===== src/sbio_consts.vh =====
`ifndef SBIO_CONSTS_VH
`define SBIO_CONSTS_VH
`define SBIO_ADDR_BASE    6'h10
`define SBIO_REG_INPUT    8'h00
`define SBIO_REG_OUTPUT   8'h01
`define SBIO_REG_INVERT   8'h02
`define SBIO_REG_DIR      8'h03
`define SBIO_RST_OUTPUT   8'hFF
`define SBIO_RST_INVERT   8'h00
`define SBIO_RST_DIR      8'hFF
`define SBIO_RW_BIT       0
`define SBIO_INT_DELAY    1
`endif


===== src/sbio_regs.v =====
`timescale 1ns/1ps
`include "sbio_consts.vh"
module sbio_regs #(
	parameter WIDTH = 8
) (
	input  wire             clk_sys,
	input  wire             rst,
	input  wire             wr_en,
	input  wire [1:0]       wr_sel,
	input  wire [WIDTH-1:0] wr_data,
	input  wire [1:0]       rd_sel,
	input  wire [WIDTH-1:0] in_value,
	output reg  [WIDTH-1:0] rd_data,
	output reg  [WIDTH-1:0] drive_level_latch,
	output reg  [WIDTH-1:0] input_invert_mask,
	output reg  [WIDTH-1:0] direction_select
);
	always @(posedge clk_sys or posedge rst) begin
		if (rst) begin
			drive_level_latch <= `SBIO_RST_OUTPUT;
			input_invert_mask <= `SBIO_RST_INVERT;
			direction_select  <= `SBIO_RST_DIR;
		end else if (wr_en) begin
			case (wr_sel)
			2'h1: drive_level_latch <= wr_data;
			2'h2: input_invert_mask <= wr_data;
			2'h3: direction_select <= wr_data;
			default: ; // Input register ignores writes
			endcase
		end
	end

	always @(posedge clk_sys or posedge rst) begin
		if (rst) begin
			rd_data <= 8'h00;
		end else begin
			case (rd_sel)
			2'h0: rd_data <= in_value;
			2'h1: rd_data <= drive_level_latch; // Latch, not pins
			2'h2: rd_data <= input_invert_mask;
			default: rd_data <= direction_select;
			endcase
		end
	end
endmodule // sbio_regs


===== src/sbio_expander.v =====
`timescale 1ns/1ps
`include "sbio_consts.vh"
// Notes on behaviour
// - Select pin picks address; LSB one reads
// - First write byte loads write-only pointer
// - Pointer 0..3 selects the four registers
// - Input register shows pins; writes ignored
// - Input register follows pins after reset
// - Output latch resets ones, read returns latch
// - Invert bit flips sampled input level
// - Direction one is input; resets ones
// - Outputs driven both ways; inputs released
// - Power-on reset initialises everything
// - Reset pin low initialises everything
// - Input pin edge asserts interrupt low
// - Interrupt clears on return or input register read ack
// - Every later change re-raises interrupt
// - Output pins never interrupt
// - Write: address, command, data bytes
// - Read after repeated start returns register
// - Fresh data loaded at each ack clock
module sbio_expander #(
	parameter WIDTH = 8
) (
	input  wire             clk_sys,
	input  wire             rst,
	input  wire             reset_n,
	input  wire             addr_sel,
	input  wire             scl_in,
	input  wire             sda_in,
	output wire             sda_out,
	output wire             sda_oe,
	input  wire [WIDTH-1:0] port_in,
	output wire [WIDTH-1:0] port_out,
	output wire [WIDTH-1:0] port_oe,
	output wire             int_n_out,
	output wire             int_n_oe
);
	localparam ST_IDLE = 6'h01;
	localparam ST_ADDR = 6'h02;
	localparam ST_AACK = 6'h04;
	localparam ST_RXB  = 6'h08;
	localparam ST_TXB  = 6'h10;
	localparam ST_DACK = 6'h20;

	reg  [5:0]       state;
	reg  [3:0]       bitcnt;
	reg  [7:0]       shreg;
	reg  [7:0]       pointer;
	reg              is_read;
	reg              have_cmd;
	reg              sda_drv;
	reg              scl_q;
	reg              sda_q;
	reg              addr_q;
	reg              int_q;
	reg  [WIDTH-1:0] last_in;
	reg              primed;
	reg              snap_load;
	reg              wr_en;
	reg  [1:0]       rd_sel_q;
	wire [WIDTH-1:0] in_value;
	wire [WIDTH-1:0] rd_data;
	wire [WIDTH-1:0] drive_level_latch;
	wire [WIDTH-1:0] input_invert_mask;
	wire [WIDTH-1:0] direction_select;
	wire             core_rst;
	wire             scl_rise;
	wire             scl_fall;
	wire             start_c;
	wire             stop_c;
	wire [WIDTH-1:0] changed;

	// Seven address bits against base plus strap
	function addr_hit;
		input [7:0] b;
		input       a;
		begin
			addr_hit = (b[7:1] == {`SBIO_ADDR_BASE, a});
		end
	endfunction

	// Pointers above the four registers are acked but never write
	function wr_ok;
		input [7:0] p;
		begin
			wr_ok = (p[7:2] == 6'h00);
		end
	endfunction

	// Power-on reset is rst; pin reset joins it
	assign core_rst = rst | ~reset_n;

	assign scl_rise = scl_in & ~scl_q;
	assign scl_fall = ~scl_in & scl_q;
	assign start_c  = scl_in & scl_q & sda_q & ~sda_in;
	assign stop_c   = scl_in & scl_q & ~sda_q & sda_in;

	// Pin levels on all pins, inverted where asked
	assign in_value = port_in ^ input_invert_mask;

	// Push-pull drive only when direction bit is zero
	assign port_oe  = ~direction_select;
	assign port_out = drive_level_latch;

	assign sda_out = 1'b0;
	assign sda_oe  = sda_drv;

	// Open drain: pull low while pending
	assign int_n_out = 1'b0;
	assign int_n_oe  = int_q;

	// Raw pins against snapshot, so an invert write alone raises nothing
	// Only input pins differing from last snapshot count
	assign changed = (port_in ^ last_in) & direction_select;

	sbio_regs #(
		.WIDTH(WIDTH)
	) u_regs (
		.clk_sys          (clk_sys),
		.rst              (core_rst),
		.wr_en            (wr_en),
		.wr_sel           (pointer[1:0]),
		.wr_data          (shreg),
		.rd_sel           (rd_sel_q),
		.in_value         (in_value),
		.rd_data          (rd_data),
		.drive_level_latch(drive_level_latch),
		.input_invert_mask(input_invert_mask),
		.direction_select (direction_select)
	);

	always @(posedge clk_sys or posedge core_rst) begin
		if (core_rst) begin
			scl_q  <= 1'b1;
			sda_q  <= 1'b1;
			addr_q <= 1'b0;
		end else begin
			scl_q  <= scl_in;
			sda_q  <= sda_in;
			addr_q <= addr_sel;
		end
	end

	// Interrupt: level compare against last read snapshot
	always @(posedge clk_sys or posedge core_rst) begin
		if (core_rst) begin
			int_q <= 1'b0;
		end else begin
			int_q <= primed & (|changed);
		end
	end

	// Snapshot taken once after reset, then only by a read of a pointer whose bits 1:0 are zero;
	// it never follows the pins on its own, so idle edges still interrupt
	always @(posedge clk_sys or posedge core_rst) begin
		if (core_rst) begin
			primed  <= 1'b0;
			last_in <= {WIDTH{1'b0}};
		end else if (!primed || snap_load) begin
			primed  <= 1'b1;
			last_in <= port_in;
		end
	end

	always @(posedge clk_sys or posedge core_rst) begin
		if (core_rst) begin
			state    <= ST_IDLE;
			bitcnt   <= 4'h0;
			shreg    <= 8'h00;
			pointer  <= 8'h00;
			is_read  <= 1'b0;
			have_cmd <= 1'b0;
			sda_drv  <= 1'b0;
			wr_en    <= 1'b0;
			rd_sel_q <= 2'h0;
			snap_load <= 1'b0;
		end else begin
			wr_en     <= 1'b0;
			snap_load <= 1'b0;
			if (stop_c) begin
				state   <= ST_IDLE;
				sda_drv <= 1'b0;
			end else if (start_c) begin
				state    <= ST_ADDR;
				bitcnt   <= 4'h0;
				sda_drv  <= 1'b0;
				have_cmd <= 1'b0;
			end else begin
				case (state)
				ST_IDLE: ;
				ST_ADDR: begin
					if (scl_rise) begin
						shreg  <= {shreg[6:0], sda_in};
						bitcnt <= bitcnt + 4'h1;
					end else if (scl_fall && bitcnt == 4'h8) begin
						// Address match
						if (addr_hit(shreg, addr_q)) begin
							is_read <= shreg[`SBIO_RW_BIT];
							sda_drv <= 1'b1;
							state   <= ST_AACK;
						end else begin
							state <= ST_IDLE;
						end
					end
				end
				ST_AACK: begin
					if (scl_rise && is_read)
						rd_sel_q <= pointer[1:0];
					if (scl_fall) begin
						bitcnt <= 4'h0;
						if (is_read) begin
							state   <= ST_TXB;
							shreg   <= rd_data;
							sda_drv <= ~rd_data[7];
						end else begin
							state   <= ST_RXB;
							sda_drv <= 1'b0;
						end
					end
				end
				ST_RXB: begin
					if (scl_rise) begin
						shreg  <= {shreg[6:0], sda_in};
						bitcnt <= bitcnt + 4'h1;
					end else if (scl_fall && bitcnt == 4'h8) begin
						sda_drv <= 1'b1;
						state   <= ST_DACK;
						if (!have_cmd) begin
							pointer  <= shreg;
							have_cmd <= 1'b1;
						end else if (wr_ok(pointer)) begin
							wr_en <= 1'b1;
						end
					end
				end
				ST_TXB: begin
					if (scl_fall) begin
						bitcnt <= bitcnt + 4'h1;
						if (bitcnt == 4'h7) begin
							sda_drv <= 1'b0;
							state   <= ST_DACK;
						end else begin
							shreg   <= {shreg[6:0], 1'b0};
							sda_drv <= ~shreg[6];
						end
					end
				end
				ST_DACK: begin
					if (scl_rise && is_read) begin
						rd_sel_q <= pointer[1:0]; // Fresh sample
						if (pointer[1:0] == 2'h0)
							snap_load <= 1'b1; // Read clears interrupt
						if (sda_in)
							state <= ST_IDLE; // Master NACK ends read
					end else if (scl_fall) begin
						bitcnt <= 4'h0;
						if (is_read) begin
							state   <= ST_TXB;
							shreg   <= rd_data;
							sda_drv <= ~rd_data[7];
						end else begin
							sda_drv <= 1'b0;
							state   <= ST_RXB;
						end
					end
				end
				default: state <= ST_IDLE;
				endcase
			end
		end
	end
endmodule // sbio_expander


===== config.mk =====
export PLATFORM = sky130hd
export DESIGN_NAME = sbio_expander
export DESIGN_NICKNAME = d
export VERILOG_FILES = /design/src/sbio_regs.v /design/src/sbio_expander.v
export VERILOG_INCLUDE_DIRS = /design/src
export SDC_FILE = /design/constraint.sdc
export NUM_CORES = 1
export LEC_CHECK = 0
export ABC_CLOCK_PERIOD_IN_PS = 3000
export BUFFER_PORTS_ARGS = -buffer_cell sky130_fd_sc_hd__clkbuf_2
export CORE_ASPECT_RATIO = 2
export CORE_MARGIN = 4
export CORE_UTILIZATION = 54
export CTS_CLUSTER_SIZE = 20
export DETAILED_ROUTE_END_ITERATION = 10
export PLACE_DENSITY = 0.87
export SLEW_MARGIN = 20
export SYNTH_ARGS = -nofsm -noshare
export SYNTH_HDL_FRONTEND = slang
export SYNTH_HIERARCHICAL = 1
export SYNTH_SLANG_ARGS = --single-unit
export TNS_END_PERCENT = 50

===== constraint.sdc =====
create_clock -name clk_sys -period 3 [get_ports clk_sys]
set_input_delay 0.15 -clock clk_sys [delete_from_list [all_inputs] [get_ports clk_sys]]
set_output_delay 0.15 -clock clk_sys [all_outputs]
set_load 0.01 [all_outputs]

Yosys cells after proc, flatten, opt, wreduce, memory -nomap -nowiden

Index checks and enable logic that the tools add are counted.

Flip-flop bits (word level): 78
Latch bits: 0
Bits in writable memories: 0
ROM bits: 0
Input port bits: 14
Word-level logic and storage cells: 158
Memories kept: 0

$add $sub $neg: 1
$mul: 0
Div/mod/pow operators: 0
Order comparisons: 0
Equal/unequal tests: 32
Shift-type cells: 0
Mux-type cells: 55
Bitwise logic cells: 24
Reduce and logical (&&, ||, !) cells: 26

Operators with widths:

| cell                                                             | number |
|---|---|
| 6-bit 2-to-1 mux                                                 | 11 |
| 8-bit 2-to-1 mux                                                 | 6 |
| 6-bit one-hot mux with 6 select lines                            | 1 |
| 4-bit != test (second input constant)                            | 8 |
| 8-bit one-hot mux with 4 select lines                            | 1 |
| 1-bit 2-to-1 mux                                                 | 26 |
| 8-bit one-hot mux with 3 select lines                            | 1 |
| 4-bit 2-to-1 mux                                                 | 5 |
| 4-bit one-hot mux with 4 select lines                            | 1 |
| 8-bit AND reduction                                              | 2 |
| 8-bit bitwise XOR                                                | 2 |
| 6-bit AND reduction                                              | 2 |
| 1-bit inverter                                                   | 11 |
| 3-bit != test (second input constant)                            | 3 |
| 1-bit bitwise AND                                                | 8 |
| 8-bit bitwise AND                                                | 1 |
| 8-bit inverter                                                   | 1 |
| 4-bit AND reduction                                              | 2 |
| 8-bit OR reduction                                               | 1 |
| 7-bit by 6-bit == test with 1-bit output                         | 1 |
| 7-bit AND reduction                                              | 1 |
| 7-bit nonzero test                                               | 1 |
| 2-bit == test (second input constant)                            | 3 |
| 6-bit by 1-bit == test with 1-bit output (second input constant) | 1 |
| other kinds (28)                                                 | 38 |

Logic depth before layout (Yosys ltp)

Gate-level depths: netlist (run 1).

Depth after elaboration: 8
Gate-level depth with buffers: 7
Gate-level depth less buffers: 7

Hierarchy

Netlist (run 1), hierarchy kept.

Modules (own cells, without submodules):

| module        | times used | cells each | area each (µm²) |
|---|---|---|---|
| sbio_expander | 1          | 246        | 2,593.7 |
| sbio_regs     | 1          | 70         | 1,330.0 |

Least setup slack after synthesis (run 1)

OpenSTA, ideal clock, no wires.

Path type: reg2reg
From: reg state[0]
To: reg shreg[0]
Setup time: 125 ps
Arrival time: 2,031 ps
Setup slack: 845 ps
Stages on the path, launching flop included: 7
Cells stage by stage: dfstp_2 > buf_4 > or3_1 > or3_4 > a32o_1 > o2111ai_4 > mux2_2

Longest elaborated chain between the ends: 4
Elaborated cells on any way between the ends: 13

Ends and longest elaborated chain:

| element                                                                                                     | line                | source |
|---|---|---|
| start: declaration                                                                                          | sbio_expander.v:46  | `reg [5:0] state;` |
| start signal: assignment                                                                                    | sbio_expander.v:168 | `state <= ST_IDLE;` |
| start signal: assignment                                                                                    | sbio_expander.v:182 | `state <= ST_IDLE;` |
| start signal: assignment                                                                                    | sbio_expander.v:185 | `state <= ST_ADDR;` |
| 6-bit by 4-bit == test with 1-bit output / 6-bit by 2-bit == test with 1-bit output (equally long branches) | sbio_expander.v:190 | `case (state)` |
| 2-bit OR reduction (no line)                                                                                | -                   |  |
| 2-bit by 1-bit != test with 1-bit output (no line) / 4-bit nonzero test (equally long branches)             | -                   |  |
| 7-bit AND reduction (no line)                                                                               | -                   |  |
| end signal: assignment                                                                                      | sbio_expander.v:194 | `shreg <= {shreg[6:0], sda_in};` |
| end signal: assignment                                                                                      | sbio_expander.v:214 | `shreg <= rd_data;` |
| end signal: assignment                                                                                      | sbio_expander.v:224 | `shreg <= {shreg[6:0], sda_in};` |
| end: declaration                                                                                            | sbio_expander.v:48  | `reg [7:0] shreg;` |

Several ways; a longest one is shown, not always the timed one.
A chain may end at the register's enable or synchronous reset.

Worst setup path in the final report (run 1)

From: reg shreg[5]
To: reg sda_drv (netlist: sda_oe)

Longest elaborated chain between the ends: 3

Ends and longest elaborated chain:

| element                                  | line                | source |
|---|---|---|
| 7-bit by 6-bit == test with 1-bit output | sbio_expander.v:79  | `` addr_hit = (b[7:1] == {`SBIO_ADDR_BASE, a}); `` |
| 4-bit != test (no line)                  | -                   |  |
| 8-bit AND reduction (no line)            | -                   |  |
| end signal: assignment                   | sbio_expander.v:215 | `sda_drv <= ~rd_data[7];` |
| end signal: assignment                   | sbio_expander.v:245 | `sda_drv <= ~shreg[6];` |
| end signal: assignment                   | sbio_expander.v:261 | `sda_drv <= ~rd_data[7];` |
| end: declaration                         | sbio_expander.v:52  | `reg sda_drv;` |

Every way passes these cells.

==> results of run 1 <==
==> final cells by class <==
cell class	count	area (sq um)	area share, %
timing repair buffer	41	243	5.36
clock inverter	7	81.3	1.80
clock buffer	9	225	4.97
tap	90	113	2.49
sequential	78	1980	43.6
inverter	15	56.3	1.24
multi-input combinational	212	1840	40.5
==> Yosys cell counts (4+ instances only) <==
cell type,n
nor3_1,8
nand4_1,5
a32o_1,4
mux2_2,58
xnor2_1,10
mux4_2,6
nand2b_1,6
dfstp_2,19
o21ai_0,7
nand3_1,8
dfrtp_1,59
xor2_1,11
o22ai_1,7
clkbuf_1,5
nor2_1,11
nand2_1,16
nor2b_1,4
inv_1,15
==> power by group <==
part / total [mW] / switching [mW] / internal, mW
Sequential: 1.19 / 0.0729 / 1.12
Clock: 1.10 / 0.448 / 0.655
Combinational: 0.309 / 0.158 / 0.151
==> cell families (layout without fill, tap and decap cells) <==
logic type,after synthesis,count (layout),synth area share (%)
simple gates,83,83,12.3
flops,78,78,50.4
mux,67,67,21.7
compound gates,36,36,7.02
buf+inv,27,72,3.16
xor+xnor,21,21,4.69
fa+ha+maj,2,2,0.638
other cells,2,3,0.191
==> registers in the layout, summed over array words and instances, names as in the netlist <==
name / cells
last_in: 8
pointer: 8
shreg: 8
u_regs/direction_select: 8
u_regs/drive_level_latch: 8
u_regs/input_invert_mask: 8
u_regs/rd_data: 8
state: 6
bitcnt: 4
rd_sel_q: 2
addr_q: 1
have_cmd: 1
int_n_oe: 1
is_read: 1
primed: 1
scl_q: 1
sda_oe: 1
sda_q: 1
snap_load: 1
wr_en: 1
==> worst min-delay path by stage <==
stage,to,from,slack (ns)
6_report,state[5],rst,0.06
5_1_grt,last_in[5],port_in[5],0.12
4_1_cts,state[5],rst,0.06
3_5_place_dp,u_regs/rd_data[1],reset_n,0.16
3_3_place_gp,u_regs/rd_data[1],reset_n,0.15
2_1_floorplan,scl_q,scl_in,0.15
==> stage by stage <==
stage	setup slack, ns	power [mW]
after floorplan	0.701	1.42
after global placement	0.637	1.48
after detailed placement	0.537	1.50
after CTS	0.492	2.61
after global routing	0.368	2.70
final	0.479	2.60
==> worst reg2reg max path: cells and delay by family (launching register included) <==
kind             cells  cell delay, ns
AND/OR/NAND/NOR      3            1.53
flip-flops           1            0.44
AO/OA/AOI/OAI        1            0.27
multiplexers         1            0.20
==> timing repair <==
action	4_1_cts	5_1_grt
endpoints found under the hold margin	5	0
hold buffers	5	0
gates resized for setup	0	0
==> routing by layer <==
| layer | global-route usage [%] | vias to the layer above | routed length [microns] |
|---|---|---|---|
| met5 | 0 | - | 0 |
| met4 | 15.8 | 0 | 528 |
| met3 | 3.14 | 43 | 245 |
| met2 | 41.2 | 92 | 5240 |
| met1 | 25.4 | 1383 | 3070 |
| li1 | - | 1221 | - |
==> results.md, run 1 <==
- Status: completed
- Post-synth ARST share: 100%
- Placed cells: 431
- Most frequent cells in the layout: dfrtp_1, mux2_2, clkbuf_2
- Endpoints failing setup: 0
- Cell Chain, Critical Path: or4b_2 > nor4_1 > o21ai_0 > nor3b_1 > mux2i_1
- Antenna viol nets, final: 0
- Share of the synthesized area in the top cell type: 37.6%
- Post-CTS Setup Inserts: 0
- Delay-heaviest family, CP: simple AND/OR/NAND/NOR gates
- DR WL/cell: a little over 20 microns
- Fin nets: 373
- Worst Reg-to-Reg Cells: 5
- DIE WIDTH: ~68 microns
- Count of cell types in the netlist: 55
- Power per standard cell area: around 570 nW/um^2
- Total core area: 6990 sq um
- Headroom to the max-slew limit: 43.3%
- Std-Cell Rows: 43
- CP required: 3.26 ns
- Final non-filler cell total: 452
- Drt pass-1 iters: 4
- Period utilization: 84.0%
- Worst slew pin tran: about 0.85 ns
- First-pass GRT wire length: 15000 microns
- Vias in the first global route: 3007
- Main synth FF type: dfrtp_1
- CTS Buf Count: 9
- Fin util: 64.8%
- Unrepaired setup endpoints after global routing: false
- Post-synth top area cell: dfrtp_1
- H-tree depth: 3
- Crit path from: shreg[5]
- Synth top area cells: dfrtp_1, mux2_2, dfstp_2
- Placed Instance Area: 4170 sq um
- Yosys warnings: 6
- IO Count: 34
- Fillers: 529
- R2R Path Start: shreg[5]
- Port bufs: 31
- CP peak stage delay: 0.68 ns
- Critical Path AT: 2.78 ns
- Bufs on Longest Clock Path: 2
- Initial antenna violation count: 0
- Crit end category: flop
- # Max-Cap Violations: 0
- Final Hold Viols: 0
- Post-Synthesis Cells: 316
- Area delta synth->final: 15.4%
- Maximum clock frequency: 397 MHz
- Vias: 2739
- Synth Register Bits: 78
- Crit start category: flop
- Die H: about 130 microns
- Die area: just under 9000 sq um
- Root buf cell: clkbuf_16
- GRT Overall Usage: 23.6%
- Iteration-0 DRC Markers: 116
- GRT Residual Overflow: 0
- Clk_skew: 0.00418 ns
- Slowest CP cell: or4b_2
- Fin Setup TNS: 0 ns
- Maximum VDD drop: approximately 0.56 mV
- End point of the critical path: sda_oe
- Worst skew pair latency: 0.33 ns
- Final wirelength: 9090 microns
- CP max FO: 7
- Avg Cell Area, Syn: 12.4 sq um
- DRC viols: 0
- Number of diodes: 0
- RePlAce Congestion: approximately 0.92
- Largest net degree at the start of global routing: 47
- Initial Utilization: 56.1%
- DR vias/cell: ~6.1
- Hold_ws: 0.0570 ns
- # clock sinks: 78
- Clk slew on worst S/H paths: around 0.060 ns
- Post-Layout Inst Area: 4530 sq um
- Layout cells sized above 1: 41.2%
- CTS tree: done
- FF-to-FF End: sda_oe
- Crit path buf inv count: 0
- Critical path depth in cells: 5
- P_leak: 2.01 nW
- Fin crit period: 2.52 ns
- Kind of critical path: flop to flop
- Most common cell after layout, fill and taps aside: dfrtp_1
- EDFF count, synth: 0
- R2R Setup Slk: between 0.4 and 0.5 ns
- Mapped Area: 3920 sq um
- Worst Hold Class: input port to async pin
- Slew Limit Fails: 0
- Sequential element share of the synthesized area: 50.4%
- HPWL after DPL: approximately 6700 microns
No activity file was read; power rests on OpenSTA's default activity.
==> run 2: changes to the inputs <==
--- a/config.mk
+++ b/config.mk
@@ -6,7 +6,7 @@
 export SDC_FILE = /design/constraint.sdc
 export NUM_CORES = 1
 export LEC_CHECK = 0
-export ABC_CLOCK_PERIOD_IN_PS = 3000
+export ABC_CLOCK_PERIOD_IN_PS = 2300
 export BUFFER_PORTS_ARGS = -buffer_cell sky130_fd_sc_hd__clkbuf_2
 export CORE_ASPECT_RATIO = 2
 export CORE_MARGIN = 4
==> constraint.sdc (replaced) <==
create_clock -name clk_sys -period 2.3 [get_ports clk_sys]
set_input_delay 0.115 -clock clk_sys [delete_from_list [all_inputs] [get_ports clk_sys]]
set_output_delay 0.115 -clock clk_sys [all_outputs]
set_load 0.01 [all_outputs]
==> run 2 against run 1 <==
Against the previous run:
- critical path type unchanged
- sequential power up 29%
- worst setup slack worse by 0.38 ns
- clock skew up 0.0022 ns
- fmax up 15%
- final cell count up 4.2%
- utilization up 1.9 points
- via count up 5.1%
- sequential share of layout area down 1.2 points
==> results.md, run 2 (same netlist as run 1, synthesis figures left out) <==
- Post-CTS Setup Inserts: 0
- Final Power: approximately 3.3 mW
- Slew Limit Fails: 0
- H-tree depth: 3
- Die area: 8780 sq um
- Headroom to the max-slew limit: roughly three fifths
- Vias in the first global route: 3142
- Clk slew on worst S/H paths: 0.05 ns
- Worst Hold Class: input port to flop
- Worst skew pair latency: 0.33 ns
- Port bufs: 31
- CP required: 2.52 ns
- GRT Residual Overflow: 0
- Power per standard cell area: between 700 and 800 nW/um^2
- Layout cells sized above 1: around 44%
- Worst Reg-to-Reg Cells: 6
- R2R Setup Slk: 0.10 ns
- Drt pass-1 iters: 4
- DR WL/cell: around 21 microns
- DIE WIDTH: 68.3 microns
- Total core area: roughly 7000 sq um
- Period utilization: 95.5%
- Sequential share of power: between 40% and 50%
- Antenna viol nets, final: 0
- Iteration-0 DRC Markers: between 200 and 250
- R2R Path Start: state[4]
- Post-Layout Inst Area: between 4000 and 5000 sq um
- Final Hold Viols: 0
- Hold Path Sink: last_in[2]
- Std-Cell Rows: 43
- Initial Utilization: 56.1%
- RePlAce Congestion: 1.01
- Sw frac: 24.7%
- Status: completed
- Critical Path AT: about 2.4 ns
- Post-route setup slack: about 0.10 ns
- Maximum VDD drop: between 0.5 and 0.6 mV
- IO Count: 34
- Crit end category: flop
- # clock sinks: 78
- DRC viols: 0
- Bufs on Longest Clock Path: 2
- # Max-Cap Violations: 0
- Placed cells: between 400 and 500
- Final wirelength: 10000 microns
- Fin crit period: approximately 2.2 ns
- Endpoints failing setup: 0
- First-pass GRT wire length: 16000 microns
- Hold depth: 2
- Fillers: 514
- Fin nets: 393
- Number of diodes: 0
- Hold wc startpoint: port_in[2]
- P_leak: around 2.1 nW
- Worst slew pin tran: 0.583 ns
- Root buf cell: clkbuf_16
- Switching power total: 819 uW
- CTS tree: done
- HPWL after DPL: 7410 microns
- Unrepaired setup endpoints after global routing: false
- Area delta synth->final: 18.9%
- Comb pwr share: 13.8%
- Power Internal: 2.50 mW
- CTS Buf Count: 9
- Vias: roughly 2900
- Clock power frac: about two fifths
- Post-placement setup slack: 0.0721 ns
- Clk_skew: 0.00640 ns
- CP max FO: 8
- Placed Instance Area: around 4300 sq um
- Kind of critical path: flop to flop
- Die H: about 130 microns
- GRT Overall Usage: 25.5%
- DR vias/cell: 6.11
- Maximum clock frequency: 455 MHz
- Crit start category: flop
- FF-to-FF End: shreg[6]
- Final non-filler cell total: 471
- Most frequent cells in the layout: mux2_2, dfrtp_1, clkbuf_2
- Initial antenna violation count: 0
- Largest net degree at the start of global routing: 26
- Fin Setup TNS: 0 ns
[run 2: changes by cell type in the layout (fill, tap and decap cells not counted), moves of 2 or more]
cell / before / now
clkinv_4: 2 / 0
clkbuf_8: 0 / 3
clkbuf_1: 0 / 2
buf_4: 5 / 24
inv_6: 3 / 0
[run 2: power groups by stage]
stage	sequential, mW	clock [mW]	combinational (mW)
2_1_floorplan	1.53	0	0.318
3_3_place_gp	1.55	0	0.421
3_5_place_dp	1.56	0	0.437
4_1_cts	1.54	1.34	0.451
5_1_grt	1.55	1.39	0.498
6_report	1.54	1.32	0.459
[run 2: per-stage QoR]
step | utilization, % | hold slack (ns)
finish | 66.7 | 0.0928
global route | 66.7 | 0.0959
CTS | 66.5 | 0.0768
detailed placement | 61.7 | 0.163
global placement | 61.7 | 0.151
floorplan | - | 0.119
[run 2: worst max-delay path: stages (launching register included)]
cell and delay (ns):
dfrtp_1 0.40, buf_4 0.17, or4_4 0.42, or3_4 0.40
nand3_2 0.13, o2111ai_4 0.23, mux2_2 0.33
[run 2: cell type report]
class,count,area (sq um),area share [%]
Clock inverter,1,5.00,0.107
Tap cell,90,113,2.41
Multi-Input combinational cell,212,1840,39.5
Inverter,15,56.3,1.21
Sequential cell,78,1980,42.4
Timing Repair Buffer,61,395,8.48
Clock buffer,14,274,5.87
[run 2: worst max-delay path by stage]
stage,from,endpoint,depth (start not counted),slack [ns]
5_1_grt,shreg[5],state[0],7,0.002
3_3_place_gp,state[3],shreg[0],5,0.12
2_1_floorplan,reset_n,u_regs/input_invert_mask[0],3,0.04
4_1_cts,state[0],shreg[6],5,0.04
6_report,state[4],shreg[6],6,0.10
3_5_place_dp,state[0],shreg[6],5,0.07
[run 2: per-layer routing]
metal | global-route usage [%] | part of all wire, %
met1 | 26.3 | 33
met3 | 4.63 | 4.6
met5 | 0 | 0
met2 | 45.1 | 56
met4 | 16.1 | 6.0
[run 2: what timing repair did]
| action | CTS | global route |
|---|---|---|
| setup endpoints to repair | 0 | 9 |
| hold endpoints to repair | 12 | 0 |
| hold buffers | 6 | 0 |
| gates resized for setup | 0 | 3 |
